### config.mk
export PLATFORM = sky130hd
export DESIGN_NAME = resolver_host_port_pins
export DESIGN_NICKNAME = d
export VERILOG_FILES = /design/src/rdc_pkg.sv /design/src/pin_sync.sv /design/src/enc_emul.sv /design/src/resolver_host_port_pins.sv
export SDC_FILE = /design/constraint.sdc
export NUM_CORES = 1
export LEC_CHECK = 0
export ABC_CLOCK_PERIOD_IN_PS = 3830
export BUFFER_PORTS_ARGS = -buffer_cell sky130_fd_sc_hd__clkbuf_2
export CAP_MARGIN = 30
export CORE_MARGIN = 5
export CORE_UTILIZATION = 62
export CTS_CLUSTER_SIZE = 28
export DETAILED_ROUTE_END_ITERATION = 10
export HOLD_SLACK_MARGIN = 0.15
export PLACE_DENSITY = 0.89
export SLEW_MARGIN = 25
export SYNTH_ARGS = -nofsm -noshare
export SYNTH_HDL_FRONTEND = slang
export SYNTH_HIERARCHICAL = 1
export SYNTH_SLANG_ARGS = --single-unit
### constraint.sdc
create_clock -name clk -period 3.83 [get_ports clk]
set_input_delay 0.383 -clock clk [delete_from_list [all_inputs] [get_ports clk]]
set_output_delay 0.383 -clock clk [all_outputs]
set_load 0.005 [all_outputs]
### src/rdc_pkg.sv
package rdc_pkg;

  // Data path widths.
  localparam int DATA_W   = 16;
  localparam int BYTE_W   = 8;
  localparam int ADDR_W   = 4;
  localparam int UPPER_W  = 4;
  localparam int EXC_W    = 8;
  localparam int CNT_W    = 5;
  localparam int STAT_W   = 4;

  // Register offsets on the internal register port.
  localparam logic [ADDR_W-1:0] ADDR_CTRL     = 4'h0;
  localparam logic [ADDR_W-1:0] ADDR_EXC_FREQ = 4'h1;
  localparam logic [ADDR_W-1:0] ADDR_STATUS   = 4'h2;
  localparam logic [ADDR_W-1:0] ADDR_MASK     = 4'h3;
  localparam logic [ADDR_W-1:0] ADDR_POSITION = 4'h4;
  localparam logic [ADDR_W-1:0] ADDR_VELOCITY = 4'h5;
  localparam logic [ADDR_W-1:0] ADDR_HOSTBYTE = 4'h6;

  // Field positions.
  localparam int CTRL_EXC_EN = 0;
  localparam int ST_HOST_WR  = 0;
  localparam int ST_HOST_RD  = 1;
  localparam int ST_LOT      = 2;
  localparam int ST_DOS      = 3;

  // Reset values.
  localparam logic [DATA_W-1:0] CTRL_RESET = 16'h0001;
  localparam logic [EXC_W-1:0]  EXC_RESET  = 8'h3F;
  localparam logic [STAT_W-1:0] MASK_RESET = 4'h0;

  // Serial frame sizes.
  localparam logic [CNT_W-1:0] SER_IN_BITS = 5'h08;
  localparam logic [CNT_W-1:0] SER_MAX     = 5'h10;

  // Operating mode chosen by the two mode pins.
  typedef enum logic [1:0] {
    MODE_POSITION = 2'h0,
    MODE_RESERVED = 2'h1,
    MODE_VELOCITY = 2'h2,
    MODE_CONFIG   = 2'h3
  } mode_t;

  // Serial frame tracker, one-hot.
  typedef enum logic [2:0] {
    FR_IDLE  = 3'b001,
    FR_SHIFT = 3'b010,
    FR_END   = 3'b100
  } frame_state_t;

  // Control pins from the host, carried as one bundle.
  typedef struct packed {
    logic              chip_select_n;
    logic              read_strobe_n;
    logic              write_frame_strobe_n;
    logic              serial_clock;
    logic              serial_in;
    logic              interface_select;
    logic              mode_select_hi;
    logic              mode_select_lo;
    logic              reset_n;
    logic [BYTE_W-1:0] low_byte;
  } host_pins_t;

  localparam int PINS_W = $bits(host_pins_t);

endpackage : rdc_pkg

### src/pin_sync.sv
`timescale 1ns/1ps
// Two-stage synchroniser with edge pulses taken from the settled stage.
module pin_sync #(
  parameter int W = 1
) (
  input  wire logic         clk,   // System clock.
  input  wire logic         rst,   // Synchronous reset, active high.
  input  wire logic         ce,    // Clock enable.
  input  wire logic [W-1:0] d,     // Asynchronous inputs.
  output logic      [W-1:0] q,     // Synchronised level.
  output logic      [W-1:0] rise,  // One-cycle rising pulse.
  output logic      [W-1:0] fall   // One-cycle falling pulse.
);

  logic [W-1:0] meta_q;
  logic [W-1:0] sync_q;
  logic [W-1:0] prev_q;

  // The first stage feeds only the second, so metastability stays boxed.
  always_ff @(posedge clk) begin
    if (rst) begin
      meta_q <= '0;
      sync_q <= '0;
      prev_q <= '0;
    end else if (ce) begin
      meta_q <= d;
      sync_q <= meta_q;
      prev_q <= sync_q;
    end
  end

  // Edges compare the settled stage with its delayed copy.
  assign q    = sync_q;
  assign rise = sync_q & ~prev_q & {W{ce}};
  assign fall = ~sync_q & prev_q & {W{ce}};

endmodule : pin_sync

### src/enc_emul.sv
`timescale 1ns/1ps
// Quadrature, marker and direction outputs derived from the tracked angle.
module enc_emul
  import rdc_pkg::*;
(
  input  wire logic              clk,     // System clock.
  input  wire logic              rst,     // Synchronous reset, active high.
  input  wire logic              ce,      // Clock enable.
  input  wire logic [DATA_W-1:0] angle,   // Tracked angle.
  output logic                   quad_a,  // Encoder channel A.
  output logic                   quad_b,  // Encoder channel B.
  output logic                   north,   // North marker.
  output logic                   dir      // High while angle increases.
);

  logic [DATA_W-1:0] prev_q;
  logic [DATA_W-1:0] step;

  // Free running, no host action; the levels only mean something while
  // the resolver signals feeding the loop are valid.
  // free running outputs
  always_ff @(posedge clk) begin
    if (rst) begin
      quad_a <= 1'b0;
      quad_b <= 1'b0;
      north  <= 1'b0;
      prev_q <= '0;
    end else if (ce) begin
      quad_a <= angle[1];
      quad_b <= angle[1] ^ angle[0];
      north  <= (angle[DATA_W-1:2] == '0);
      prev_q <= angle;
    end
  end

  // Modular step from the last angle; its sign bit marks a backward move,
  // so a wrap through zero still reads as the short way round.
  assign step = angle - prev_q;

  // The signed step gives the sense; a still angle keeps the last sense.
  // rotation sense
  always_ff @(posedge clk) begin
    if (rst) begin
      dir <= 1'b0;
    end else if (ce && angle != prev_q) begin
      dir <= ~step[DATA_W-1];
    end
  end

endmodule : enc_emul

### src/resolver_host_port_pins.sv
// The placing of the registers and the plain strobed port were chosen for this implementation.
`timescale 1ns/1ps
module resolver_host_port_pins
  import rdc_pkg::*;
(
  input  wire logic               clk,               // System clock.
  input  wire logic               rst,               // Sync reset, high.
  input  wire logic               ce,                // Clock enable.
  input  wire logic               reset_n,           // Device reset pin.
  input  wire logic               chip_select_n,     // Chip select pin.
  input  wire logic               read_strobe_n,     // Read strobe pin.
  input  wire logic               write_frame_strobe_n, // Write or frame.
  input  wire logic               interface_select,  // High parallel.
  input  wire logic               mode_select_hi,    // Mode pin, upper.
  input  wire logic               mode_select_lo,    // Mode pin, lower.
  output logic                    bit15_out,         // Bit 15 or serial out.
  output logic                    bit15_oe_n,        // Low while driven.
  input  wire logic               bit14_serial_in,   // Pin level read back.
  output logic                    bit14_out,         // Bit 14 drive value.
  output logic                    bit14_oe_n,        // Low while driven.
  input  wire logic               bit13_serial_clock, // Pin level read back.
  output logic                    bit13_out,         // Bit 13 drive value.
  output logic                    bit13_oe_n,        // Low while driven.
  output logic [UPPER_W-1:0]      upper_data_bits,   // Bits 12 to 9.
  output logic                    upper_oe_n,        // Low while driven.
  output logic                    data_bit_eight,    // Bit 8.
  output logic                    bit8_oe_n,         // Low while driven.
  input  wire logic [BYTE_W-1:0]  low_data_byte_in,  // Low byte pin levels.
  output logic [BYTE_W-1:0]       low_data_byte_out, // Low byte drive.
  output logic                    low_oe_n,          // Low while driven.
  output logic                    quad_a,            // Encoder A.
  output logic                    quad_b,            // Encoder B.
  output logic                    north_marker,      // Marker pulse.
  output logic                    rotation_sense,    // Direction.
  output logic                    tracking_loss_n,   // Loss of tracking.
  output logic                    signal_degraded_n, // Signal degraded.
  output logic                    drive_wave_out,    // Excitation.
  output logic                    drive_wave_out_n,  // Its complement.
  input  wire logic [DATA_W-1:0]  position_in,       // Loop angle.
  input  wire logic [DATA_W-1:0]  velocity_in,       // Loop velocity.
  input  wire logic               loss_in,           // Tracking lost.
  input  wire logic               over_threshold_in, // Sine or cosine high.
  input  wire logic               mismatch_in,       // Amplitude mismatch.
  input  wire logic [ADDR_W-1:0]  reg_addr,          // Register address.
  input  wire logic [DATA_W-1:0]  reg_wdata,         // Write data.
  input  wire logic               reg_we,            // Write strobe.
  input  wire logic               reg_re,            // Read strobe.
  output logic [DATA_W-1:0]       reg_rdata,         // Read data, next cycle.
  output logic                    irq                // Level interrupt.
);

  host_pins_t        pins_raw;
  host_pins_t        pins_s;
  host_pins_t        pins_rise;
  host_pins_t        pins_fall;
  logic              rst_all;
  logic              parallel;
  logic              rd_active;
  logic              wr_active;
  logic              frame_on;
  logic              rd_start;
  logic              wr_end;
  mode_t             mode;
  logic [DATA_W-1:0] word_q;
  logic [DATA_W-1:0] shift_q;
  logic [BYTE_W-1:0] shin_q;
  logic [CNT_W-1:0]  bit_cnt_q;
  logic [BYTE_W-1:0] host_byte_q;
  logic [DATA_W-1:0] ctrl_q;
  logic [EXC_W-1:0]  exc_q;
  logic [EXC_W-1:0]  exc_cnt_q;
  logic [STAT_W-1:0] status_q;
  logic [STAT_W-1:0] mask_q;
  logic [STAT_W-1:0] events;
  logic              frame_prev_q;
  frame_state_t      fr_q;

  // True while both active-low strobes of a pair are low.
  function automatic logic both_low(input logic a_n, input logic b_n);
    return ~a_n & ~b_n;
  endfunction : both_low

  // Every pin from the host crosses into the clock domain here.
  assign pins_raw = '{chip_select_n: chip_select_n,
                      read_strobe_n: read_strobe_n,
                      write_frame_strobe_n: write_frame_strobe_n,
                      serial_clock: bit13_serial_clock,
                      serial_in: bit14_serial_in,
                      interface_select: interface_select,
                      mode_select_hi: mode_select_hi,
                      mode_select_lo: mode_select_lo,
                      reset_n: reset_n,
                      low_byte: low_data_byte_in};

  pin_sync #(.W(PINS_W)) u_sync (
    .clk  (clk),
    .rst  (rst),
    .ce   (ce),
    .d    (pins_raw),
    .q    (pins_s),
    .rise (pins_rise),
    .fall (pins_fall)
  );

  // The device pin reset is honoured once it has been synchronised.
  assign rst_all   = rst | ~pins_s.reset_n;
  assign parallel  = pins_s.interface_select;
  assign rd_active = parallel &
                     both_low(pins_s.chip_select_n, pins_s.read_strobe_n);
  assign wr_active = parallel &
                     both_low(pins_s.chip_select_n,
                              pins_s.write_frame_strobe_n);
  assign frame_on  = ~parallel &
                     both_low(pins_s.chip_select_n,
                              pins_s.write_frame_strobe_n);
  assign mode      = mode_t'({pins_s.mode_select_hi, pins_s.mode_select_lo});

  // Start of a read and end of a write, each a single-cycle pulse.
  logic rd_prev_q;
  logic wr_prev_q;
  always_ff @(posedge clk) begin
    if (rst_all) begin
      rd_prev_q <= 1'b0;
      wr_prev_q <= 1'b0;
    end else if (ce) begin
      rd_prev_q <= rd_active;
      wr_prev_q <= wr_active;
    end
  end
  assign rd_start = ce & rd_active & ~rd_prev_q;
  assign wr_end   = ce & ~wr_active & wr_prev_q;

  // The outgoing word is frozen at the start of each access, so a loop
  // update mid-read cannot tear the value the host sees.
  always_ff @(posedge clk) begin
    if (rst_all) begin
      word_q <= '0;
    end else if (rd_start || (ce && frame_on && !frame_prev_q)) begin
      case (mode)
        MODE_VELOCITY: word_q <= velocity_in;
        MODE_CONFIG:   word_q <= {{(DATA_W-BYTE_W){1'b0}}, host_byte_q};
        default:       word_q <= position_in;
      endcase
    end
  end

  // Parallel output enables follow chip select and read.
  // bit 14 gating
  assign bit14_oe_n = ~rd_active;
  assign bit14_out  = word_q[14];
  assign bit13_oe_n = ~rd_active;
  assign bit13_out  = word_q[13];
  assign upper_oe_n      = ~rd_active;
  assign upper_data_bits = word_q[12:9];
  assign bit8_oe_n       = ~rd_active;
  assign data_bit_eight  = word_q[8];
  assign low_oe_n          = ~rd_active;
  assign low_data_byte_out = word_q[BYTE_W-1:0];
  // Bit 15 serves the read in parallel mode and the frame in serial mode.
  assign bit15_oe_n = ~(rd_active | frame_on);
  assign bit15_out  = parallel ? word_q[15] : shift_q[DATA_W-1];

  // Serial frame tracker; a frame that ends closes any partial shift.
  always_ff @(posedge clk) begin
    if (rst_all) begin
      fr_q         <= FR_IDLE;
      frame_prev_q <= 1'b0;
    end else if (ce) begin
      frame_prev_q <= frame_on;
      case (fr_q)
        FR_IDLE:  if (frame_on) fr_q <= FR_SHIFT;
        FR_SHIFT: if (!frame_on) fr_q <= FR_END;
        FR_END:   fr_q <= FR_IDLE;
        default:  fr_q <= FR_IDLE;
      endcase
    end
  end

  // Outgoing bits advance on the serial clock rise, MSB first.
  // shift out on rise
  always_ff @(posedge clk) begin
    if (rst_all) begin
      shift_q <= '0;
    end else if (ce && frame_on && !frame_prev_q) begin
      case (mode)
        MODE_VELOCITY: shift_q <= velocity_in;
        MODE_CONFIG:   shift_q <= {{(DATA_W-BYTE_W){1'b0}}, host_byte_q};
        default:       shift_q <= position_in;
      endcase
    end else if (frame_on && pins_rise.serial_clock) begin
      shift_q <= {shift_q[DATA_W-2:0], 1'b0};
    end
  end

  // Incoming bits are taken on the serial clock fall, inside a frame only.
  // sample on fall
  always_ff @(posedge clk) begin
    if (rst_all) begin
      shin_q    <= '0;
      bit_cnt_q <= '0;
    end else if (ce && !frame_on) begin
      bit_cnt_q <= '0;
    end else if (frame_on && pins_fall.serial_clock) begin
      shin_q <= {shin_q[BYTE_W-2:0], pins_s.serial_in};
      if (bit_cnt_q != SER_MAX) begin
        bit_cnt_q <= bit_cnt_q + 5'h01;
      end
    end
  end

  // Host data lands at the end of a parallel write or of a serial frame of eight or more bits.
  // low byte write capture
  always_ff @(posedge clk) begin
    if (rst_all) begin
      host_byte_q <= '0;
    end else if (wr_end) begin
      host_byte_q <= pins_s.low_byte;
    end else if (ce && fr_q == FR_SHIFT && !frame_on &&
                 bit_cnt_q >= SER_IN_BITS) begin
      host_byte_q <= shin_q;
    end
  end

  // Fault pins are plain registered levels, never latched.
  // tracking loss level
  always_ff @(posedge clk) begin
    if (rst_all) begin
      tracking_loss_n   <= 1'b1;
      signal_degraded_n <= 1'b1;
    end else if (ce) begin
      tracking_loss_n   <= ~loss_in;
      signal_degraded_n <= ~(over_threshold_in | mismatch_in);
    end
  end

  enc_emul u_enc (
    .clk    (clk),
    .rst    (rst_all),
    .ce     (ce),
    .angle  (position_in),
    .quad_a (quad_a),
    .quad_b (quad_b),
    .north  (north_marker),
    .dir    (rotation_sense)
  );

  // Excitation pair: half period is the register value plus one cycles.
  // programmable frequency
  always_ff @(posedge clk) begin
    if (rst_all) begin
      exc_cnt_q      <= '0;
      drive_wave_out <= 1'b0;
    end else if (ce && !ctrl_q[CTRL_EXC_EN]) begin
      exc_cnt_q      <= '0;
      drive_wave_out <= 1'b0;
    end else if (ce && exc_cnt_q >= exc_q) begin
      exc_cnt_q      <= '0;
      drive_wave_out <= ~drive_wave_out;
    end else if (ce) begin
      exc_cnt_q <= exc_cnt_q + 8'h01;
    end
  end
  assign drive_wave_out_n = ~drive_wave_out;

  // Register writes; unmapped addresses are ignored.
  always_ff @(posedge clk) begin
    if (rst_all) begin
      ctrl_q <= CTRL_RESET;
      exc_q  <= EXC_RESET;
      mask_q <= MASK_RESET;
    end else if (ce && reg_we) begin
      case (reg_addr)
        ADDR_CTRL:     ctrl_q <= reg_wdata;
        ADDR_EXC_FREQ: exc_q  <= reg_wdata[EXC_W-1:0];
        ADDR_MASK:     mask_q <= reg_wdata[STAT_W-1:0];
        default:       ;
      endcase
    end
  end

  // Sticky events; a new event in the clearing read's cycle survives.
  assign events = {~signal_degraded_n, ~tracking_loss_n, rd_start, wr_end};
  always_ff @(posedge clk) begin
    if (rst_all) begin
      status_q <= '0;
    end else if (ce) begin
      if (reg_re && reg_addr == ADDR_STATUS) begin
        status_q <= events;
      end else begin
        status_q <= status_q | events;
      end
    end
  end
  assign irq = |(status_q & mask_q);

  // Read data stands in the cycle after the read strobe only.
  always_ff @(posedge clk) begin
    if (rst_all) begin
      reg_rdata <= '0;
    end else if (ce) begin
      reg_rdata <= '0;
      if (reg_re) begin
        case (reg_addr)
          ADDR_CTRL:     reg_rdata <= ctrl_q;
          ADDR_EXC_FREQ: reg_rdata <= {{(DATA_W-EXC_W){1'b0}}, exc_q};
          ADDR_STATUS:   reg_rdata <= {{(DATA_W-STAT_W){1'b0}}, status_q};
          ADDR_MASK:     reg_rdata <= {{(DATA_W-STAT_W){1'b0}}, mask_q};
          ADDR_POSITION: reg_rdata <= position_in;
          ADDR_VELOCITY: reg_rdata <= velocity_in;
          ADDR_HOSTBYTE: reg_rdata <= {{(DATA_W-BYTE_W){1'b0}}, host_byte_q};
          default:       reg_rdata <= '0;
        endcase
      end
    end
  end
endmodule : resolver_host_port_pins

-- Word level (Yosys, flattened, before mapping)
Index checks and enable logic that the tools add are counted.
- register bits: 186
- bits of input ports: 77
- output and inout port bits: 47
- logic and storage cells: 125
- add/subtract/negate cells: 3
- magnitude comparators: 2
- eq/ne operators: 14
- muxes and demuxes: 12
- bitwise gates (word level): 37
- reduce and logical (&&, ||, !) cells: 31
- operators by type and width (kind ; count):
    $pmux 16 s7 ; 1
    $and 14x14->14 ; 4
    $mux 16 ; 3
    $pmux 16 s2 ; 1
    $not 14->14 ; 2
    $mux 8 ; 2
    $ne 16x16->1 ; 1
    $not 1->1 ; 16
    $sub 16x16->16 ; 1
    $logic_not 14->1 ; 1
    $logic_and 1x1->1 ; 13
    $eq 4x3->1 const B ; 3
    $reduce_and 2->1 ; 5
    $and 1x1->1 ; 9
    $add 8x1->8 const B ; 1
    $eq 4x2->1 const B ; 2
    $ge 8x8->1 ; 1
    $mux 3 ; 2
    $pmux 3 s2 ; 1
    $add 5x1->5 const B ; 1
    $ge 5x4->1 const B ; 1
    $ne 5x5->1 const B ; 1
    $and 4x4->4 ; 1
    $eq 2x2->1 const B ; 2
    17 further kinds ; 24

-- Logic depth before layout (Yosys ltp)
Gate-level depths: netlist (run 1).
- depth after elaboration: 8
- gate-level depth with buffers: 10
- mapped depth without buffers: 7

-- Hierarchy
The synthesis (run 1) kept the hierarchy.
- modules (own cells, without submodules) (module ; times used ; cells each ; area each (sq um) ; sequential area each (sq um)):
    resolver_host_port_pins ; 1 ; 620 ; 5557.8 ; 2362.3
    pin_sync ; 1 ; 220 ; 2148.3 ; 1021.0
    enc_emul ; 1 ; 124 ; 1109.8 ; 380.4

-- Least setup slack after synthesis (run 1)
No wires, ideal clock.
- path kind: input to register
- start point: input port ce
- end point: register bit_cnt_q[0]
- library setup time: 0.128 ns
- arrival time: 1.868 ns
- required time: 3.702 ns
- slack: 1.833 ns
- stages: 10
- path buffers: 4
- cell sequence: buf_6 -> buf_12 -> buf_4 -> nand2_1 -> nor2_1 -> or4b_1 -> clkbuf_1 -> nor2_1 -> xnor2_1 -> nor2_1
- RTL lines (item ; line ; RTL):
    from (decl) ; resolver_host_port_pins.sv:8 ; input wire logic ce,
    to (signal assigned) ; resolver_host_port_pins.sv:206 ; bit_cnt_q <= bit_cnt_q + 5'h01;
    to (decl) ; resolver_host_port_pins.sv:67 ; logic [CNT_W-1:0] bit_cnt_q;

-- Worst setup path after layout (run 1)
- start point: register exc_cnt_q[0]
- end point: register drive_wave_out
- cells in the longest elaborated chain, start to end: 2
- ends and longest elaborated chain (item ; line ; RTL):
    from (decl) ; resolver_host_port_pins.sv:71 ; logic [EXC_W-1:0] exc_cnt_q;
    from (signal assigned) ; resolver_host_port_pins.sv:260 ; exc_cnt_q <= exc_cnt_q + 8'h01;
    $ge 8x8->1 ; resolver_host_port_pins.sv:256 ; end else if (ce && exc_cnt_q >= exc_q) begin
    $logic_and 1x1->1 ; resolver_host_port_pins.sv:256 ;
    to (signal assigned) ; resolver_host_port_pins.sv:258 ; drive_wave_out <= ~drive_wave_out;
    to (decl) ; resolver_host_port_pins.sv:37 ; output logic drive_wave_out,
Every way passes these cells.
A chain may end at the register's enable or synchronous reset.

==> results of run 1 <==
[worst register-to-register path, delay by kind of cell, from the launching register on]
kind / cells / cell delay (ns)
compound gates: 2 / 0.77
flops: 1 / 0.41
mux: 1 / 0.33
fa+ha+maj: 1 / 0.27
simple gates: 1 / 0.14
buf+inv: 1 / 0.07
[power by group]
part / switching [W] / leakage (nW) / internal [W]
sequential: 0.0000198 / 1.39 / 0.00181
combinational: 0.000191 / 1.96 / 0.000139
clock: 0.000710 / 0.293 / 0.00106
[final cells by class]
type | count | area, um2 | area share [%]
Multi-Input combinational cell | 588 | 4005 | 43.99
Sequential cell | 172 | 3443 | 37.82
Timing Repair Buffer | 135 | 716.9 | 7.875
Clock buffer | 21 | 460.4 | 5.058
Tap cell | 172 | 215.2 | 2.364
Clock inverter | 11 | 142.6 | 1.567
Inverter | 32 | 120.1 | 1.319
[stage by stage]
stage / area, um2 / hold WS [ns] / power (W)
after floorplan: 8003 / 0.4312 / 0.002085
after global placement: 8458 / 0.4423 / 0.002172
after global routing: 9104 / 0.1877 / 0.004033
final: 9104 / 0.1640 / 0.003927
after CTS: 9092 / 0.1594 / 0.003918
after detailed placement: 8469 / 0.4476 / 0.002184
[per-layer routing]
layer,track usage (%),wire length [um],vias to the layer above
met3,7.130,1879,79
met5,0,0,-
met4,13.01,828,0
li1,-,-,3213
met2,45.29,10050,407
met1,35.49,8655,3307
[layout by cell type (no fill, tap or decap), types with 4 or more instances in the layout]
cell type / n
xor2_1: 5
buf_4: 10
o211ai_1: 6
clkbuf_2: 122
a22oi_1: 12
o2bb2ai_1: 10
o21ai_0: 13
nand4_1: 9
mux2i_1: 96
a21oi_1: 49
mux2_2: 8
xnor2_1: 7
nor2b_1: 9
nand2b_1: 4
a22o_1: 14
nand3_1: 6
dfxtp_1: 172
nor3_1: 12
clkbuf_16: 17
ha_1: 26
inv_1: 30
o22ai_1: 4
clkinv_2: 4
a222oi_1: 23
a2bb2oi_1: 10
nor2_1: 131
nand2_1: 80
nor4_1: 4
[flip-flops by register name, summed over array words and instances, names as in the netlist, 3 cells and up]
name,flops
exc_q,8
reg_rdata,16
u_sync/q,17
word_q,16
bit_cnt_q,5
host_byte_q,8
fr_q,3
status_q,4
shin_q,8
mask_q,4
ctrl_q,16
exc_cnt_q,8
u_enc/prev_q,16
u_sync/meta_q,17
shift_q,16
[how the worst min path moves through the flow]
stage,endpoint,start,cells past startpoint,slack [ns]
finish,ctrl_q[10]$_SDFFE_PP0P_,reg_wdata[10],3,0.16
global route,ctrl_q[9]$_SDFFE_PP0P_,reg_wdata[9],3,0.19
CTS,ctrl_q[8]$_SDFFE_PP0P_,reg_wdata[8],3,0.16
detailed placement,ctrl_q[3]$_SDFFE_PP0P_,ctrl_q[3]$_SDFFE_PP0P_,2,0.45
global placement,ctrl_q[13]$_SDFFE_PP0P_,ctrl_q[13]$_SDFFE_PP0P_,2,0.44
floorplan,shin_q[0]$_SDFFE_PP0P_,u_sync/q[12]$_SDFFE_PP0P_,2,0.43
==> metrics.txt, run 1 <==
utilization after layout roughly 72%; Cell Area, Synth 0.008003 mm2; DIE WIDTH 123.6 um; Critical Path Source Type register; pwr dens 431.4 mW/mm2; final setup vio count 0; CP max stage delay approximately 0.48 ns; CTS root buffer clkbuf_16; Critical R2R Capture drive_wave_out$_SDFFE_PP0P_; drt drc 0; Worst Slack Setup Final 1.736 ns; Slew @ Worst Pin 0.9630 ns; Reg clk slew, reported paths 0.06 ns; crit end category register; CP max stage cell a2111oi_0; Clk Latency, worst-skew pair 0.43 ns; period utilization 54.68%; pre-CTS setup slack 1.526 ns; worst reg2reg startpoint exc_cnt_q[0]$_SDFFE_PP0P_; Max Slew Vio Count 0; worst reg2reg setup slack 1.74 ns; DRT antenna net count 0; Inst Count DP between 1000 and 1500; Critical Path AT 2.42 ns; CP Class register to register; cell depth of the worst flop-to-flop path 6; htree depth 4; Post-CTS Resized 0; TritonCTS Sinks 172; pin count of the biggest net entering global routing 53; total grt overflow 0; post-synthesis cell count 866; std cell rows 41; Overall Global Routing Usage between 20% and 30%; unrepaired setup endpoints after global routing false; Post-CTS Hold Buffers 2; Fin. Hold Viols 0; min cycle time layout 2.094 ns; delay-heaviest family, CP compound AO/OA/AOI/OAI gates; Max clock buf depth 2; Post-Route Setup TNS 0 ns; Leakage about 3.6 nW; total CTS buffers 17; DRT Wirelength 21.41 mm; Hold WC Path Type input pin to register; DRT iter0 DRCs 1049; Routed WL per cell 18.93 um; syn avg cell area 9.241 um2; FMAX 0.4775 GHz; Port Buf Inserts 123; Vias/cell 6.195; Max Cap Viol 0; required time worst endpoint 4.15 ns; share of layout cells above drive strength 1 19.71%; area growth from synthesis to layout 13.76%; crit-path max FO 9; status complete, no violations; slew margin rel. 35.63%; Final GP Congestion 0.9236; TritonRoute pass-1 iters 9; YS warnings 6; final cell count without fillers 1131; Stages on worst setup path 6; Nets 1049; filler instances 922; CTS tree done; CP Cell Sequence inv_1, ha_1, nand2b_1, a2111oi_0, o22ai_2, mux2_2; Core Area around 0.013 mm2; Die Ht 123.6 um; CP Capture Point drive_wave_out$_SDFFE_PP0P_; routed via count about 7000; number of global-route vias before repair 6733; antenna fix cells 0; WP buf/inv 1; area of the die 0.01528 mm2; dpl hpwl 14.95 mm; initial core utilization 63.41%; Crit. Startpoint exc_cnt_q[0]$_SDFFE_PP0P_; initial antenna violation count 0; Setup Buffers After CTS 0; Setup Skew 0.007803 ns; Worst VDD drop 0.0003186 V; I/O pins 124; global-route wire length before repair 33.29 mm; Syn Nets ~970
No activity file was read; power rests on OpenSTA's default activity.
==> run 2, diff against run 1 <==
--- a/config.mk
+++ b/config.mk
@@ -5,15 +5,15 @@
 export SDC_FILE = /design/constraint.sdc
 export NUM_CORES = 1
 export LEC_CHECK = 0
-export ABC_CLOCK_PERIOD_IN_PS = 3830
+export ABC_CLOCK_PERIOD_IN_PS = 1800
 export BUFFER_PORTS_ARGS = -buffer_cell sky130_fd_sc_hd__clkbuf_2
 export CAP_MARGIN = 30
 export CORE_MARGIN = 5
-export CORE_UTILIZATION = 62
+export CORE_UTILIZATION = 52
 export CTS_CLUSTER_SIZE = 28
 export DETAILED_ROUTE_END_ITERATION = 10
 export HOLD_SLACK_MARGIN = 0.15
-export PLACE_DENSITY = 0.89
+export PLACE_DENSITY = 0.8
 export SLEW_MARGIN = 25
 export SYNTH_ARGS = -nofsm -noshare
 export SYNTH_HDL_FRONTEND = slang
==> constraint.sdc (replaced) <==
create_clock -name clk -period 1.8 [get_ports clk]
set_input_delay 0.18 -clock clk [delete_from_list [all_inputs] [get_ports clk]]
set_output_delay 0.18 -clock clk [all_outputs]
set_load 0.005 [all_outputs]
==> metrics.txt, run 2 (same netlist as run 1, synthesis figures left out) <==
Slew @ Worst Pin 0.9226 ns (-0.04040 ns); Nets 1131 (+7.8%); pin count of the biggest net entering global routing 41 (-23%); Core Area 0.01515 mm2 (+20%); CP Capture Point u_enc/dir$_SDFFE_PP0P_; dpl hpwl 15.80 mm (+5.7%); pwr dens 843.1 mW/mm2 (+95%); worst reg2reg startpoint u_enc/prev_q[10]$_SDFFE_PP0P_; status complete, but fails checks; TritonCTS Sinks 172 (unchanged); Critical Path AT 2.20 ns (-0.22 ns); initial core utilization 52.84% (-11 points); area of the die 0.01797 mm2 (+18%); total grt overflow 0 (unchanged); Critical Path Source Type input pin; pre-CTS setup slack 0.007083 ns (-1.519 ns); worst reg2reg setup slack -0.02 ns (-1.76 ns); I/O pins 124 (unchanged); Post-Route Setup TNS -0.06291 ns (-0.06291 ns); Setup Skew 0.009056 ns (+0.001254 ns); DRT iter0 DRCs 819 (-22%); cell depth of the worst flop-to-flop path 7 (+1); crit end category register; total CTS buffers 17 (unchanged); Max Slew Vio Count 0 (unchanged); most common cell after layout, fill and taps aside dfxtp_1; share of layout cells above drive strength 1 23.15% (+3.4 points); Reg clk slew, reported paths 0.07 ns (about the same); CP Class input pin to register; slew margin rel. 38.33% (+2.7 points); Critical R2R Capture u_enc/dir$_SDFFE_PP0P_; Die Ht 134.1 um (+8.4%); Max Cap Viol 0 (unchanged); Final GP Congestion 0.9283 (+0.51%); Overall Global Routing Usage 24.59% (-3.5 points); grt peak-use layer met2; Leakage 4.062 nW (+12%); Worst VDD drop 0.0006957 V (+120%); unrepaired setup endpoints after global routing true; drt drc 0 (unchanged); WHS 0.1718 ns (+0.007829 ns); Max clock buf depth 2 (unchanged); failing checks setup timing; DRT Wirelength 22.67 mm (+5.9%); Clk Latency, worst-skew pair 0.43 ns (about the same); met3 usage 6.002% (-1.1 points); routed via count 7172 (+2.4%); Worst Slack Setup Final -0.06291 ns (-1.799 ns); htree depth 4 (unchanged); CTS tree done; final setup vio count 1 (+1); period utilization 103.5%; Inst Count DP 1147 (+4.7%); CTS root buffer clkbuf_16; antenna fix cells 0 (unchanged); initial antenna violation count 0 (unchanged); min cycle time layout 1.863 ns; TritonRoute pass-1 iters 6 (-3); DIE WIDTH 134.1 um (+8.4%); area growth from synthesis to layout 25.47%; most frequent cells in the layout dfxtp_1, nor2_1, clkbuf_2; DRT antenna net count 0 (unchanged); final cell count without fillers 1229 (+8.7%); Port Buf Inserts 123 (unchanged); Vias/cell 5.836 (-5.8%); Crit. Startpoint position_in[11]; Fin. Hold Viols 0 (unchanged); Hold WC Path Type input pin to register; GR Util met2 40.57% (-4.7 points); crit-path max FO 5 (-4); required time worst endpoint 2.13 ns (-2.02 ns); FMAX 0.5368 GHz; M1 GR Usage 31.73% (-3.8 points); number of global-route vias before repair 6855 (+1.8%); global-route wire length before repair 35.18 mm (+5.7%); Routed WL per cell 18.45 um (-2.6%); std cell rows 45 (+9.8%)
-- run 2: worst min-delay path by stage --
stage                      startpoint                             end  slack (ns)  cells past startpoint
floorplan           over_threshold_in  signal_degraded_n$_SDFFE_PP1P_        0.27                      1
global route          position_in[12]        u_enc/north$_SDFFE_PP0P_        0.18                      4
global placement    over_threshold_in  signal_degraded_n$_SDFFE_PP1P_        0.36                      2
finish                velocity_in[10]      reg_rdata[10]$_SDFFE_PP0P_        0.17                      4
detailed placement  over_threshold_in  signal_degraded_n$_SDFFE_PP1P_        0.36                      2
CTS                   position_in[12]        u_enc/north$_SDFFE_PP0P_        0.15                      4
-- run 2: final cells by class --
class                      instances  area [um2]
multi-input combinational        588        4116
fill                            1141        5105
clock buffer                      17       425.4
sequential                       172        3448
clock inverter                    15       168.9
timing repair buffer             217        1524
inverter                          32       122.6
tap                              188       235.2
-- run 2: per-stage QoR --
step	utilization (%)	power (W)	instance area, um2
CTS	65.23	0.008424	9879
finish	66.29	0.008466	10040
global route	66.29	0.008751	10040
global placement	58.13	0.004694	8805
floorplan	-	0.004437	8010
detailed placement	58.13	0.004706	8805
-- run 2: repair_timing --
| action | 4_1_cts | 5_1_grt |
|---|---|---|
| hold endpoints to repair | 59 | 0 |
| gates resized for setup | 0 | 22 |
| endpoints found under the setup margin | 0 | 46 |
| hold buffers | 48 | 0 |
| buffers inserted | 0 | 1 |
-- run 2: power by group --
group | switching (W) | leakage [nW] | internal, W
clock | 0.00170 | 0.296 | 0.00199
combinational | 0.000467 | 2.37 | 0.000427
sequential | 0.0000340 | 1.39 | 0.00385
-- run 2: critical path, cell delays in order --
cell and delay (ns):
dlygate4sd3_1 0.53, clkbuf_2 0.15, ha_1 0.33, and4_2 0.24
a221oi_4 0.29, nand3_1 0.16, a311oi_2 0.31
-- run 2: layer usage --
layer,vias up,wire (um)
met5,-,0
met4,0,663
met3,61,1722
met2,321,11050
met1,3401,9243
li1,3389,-
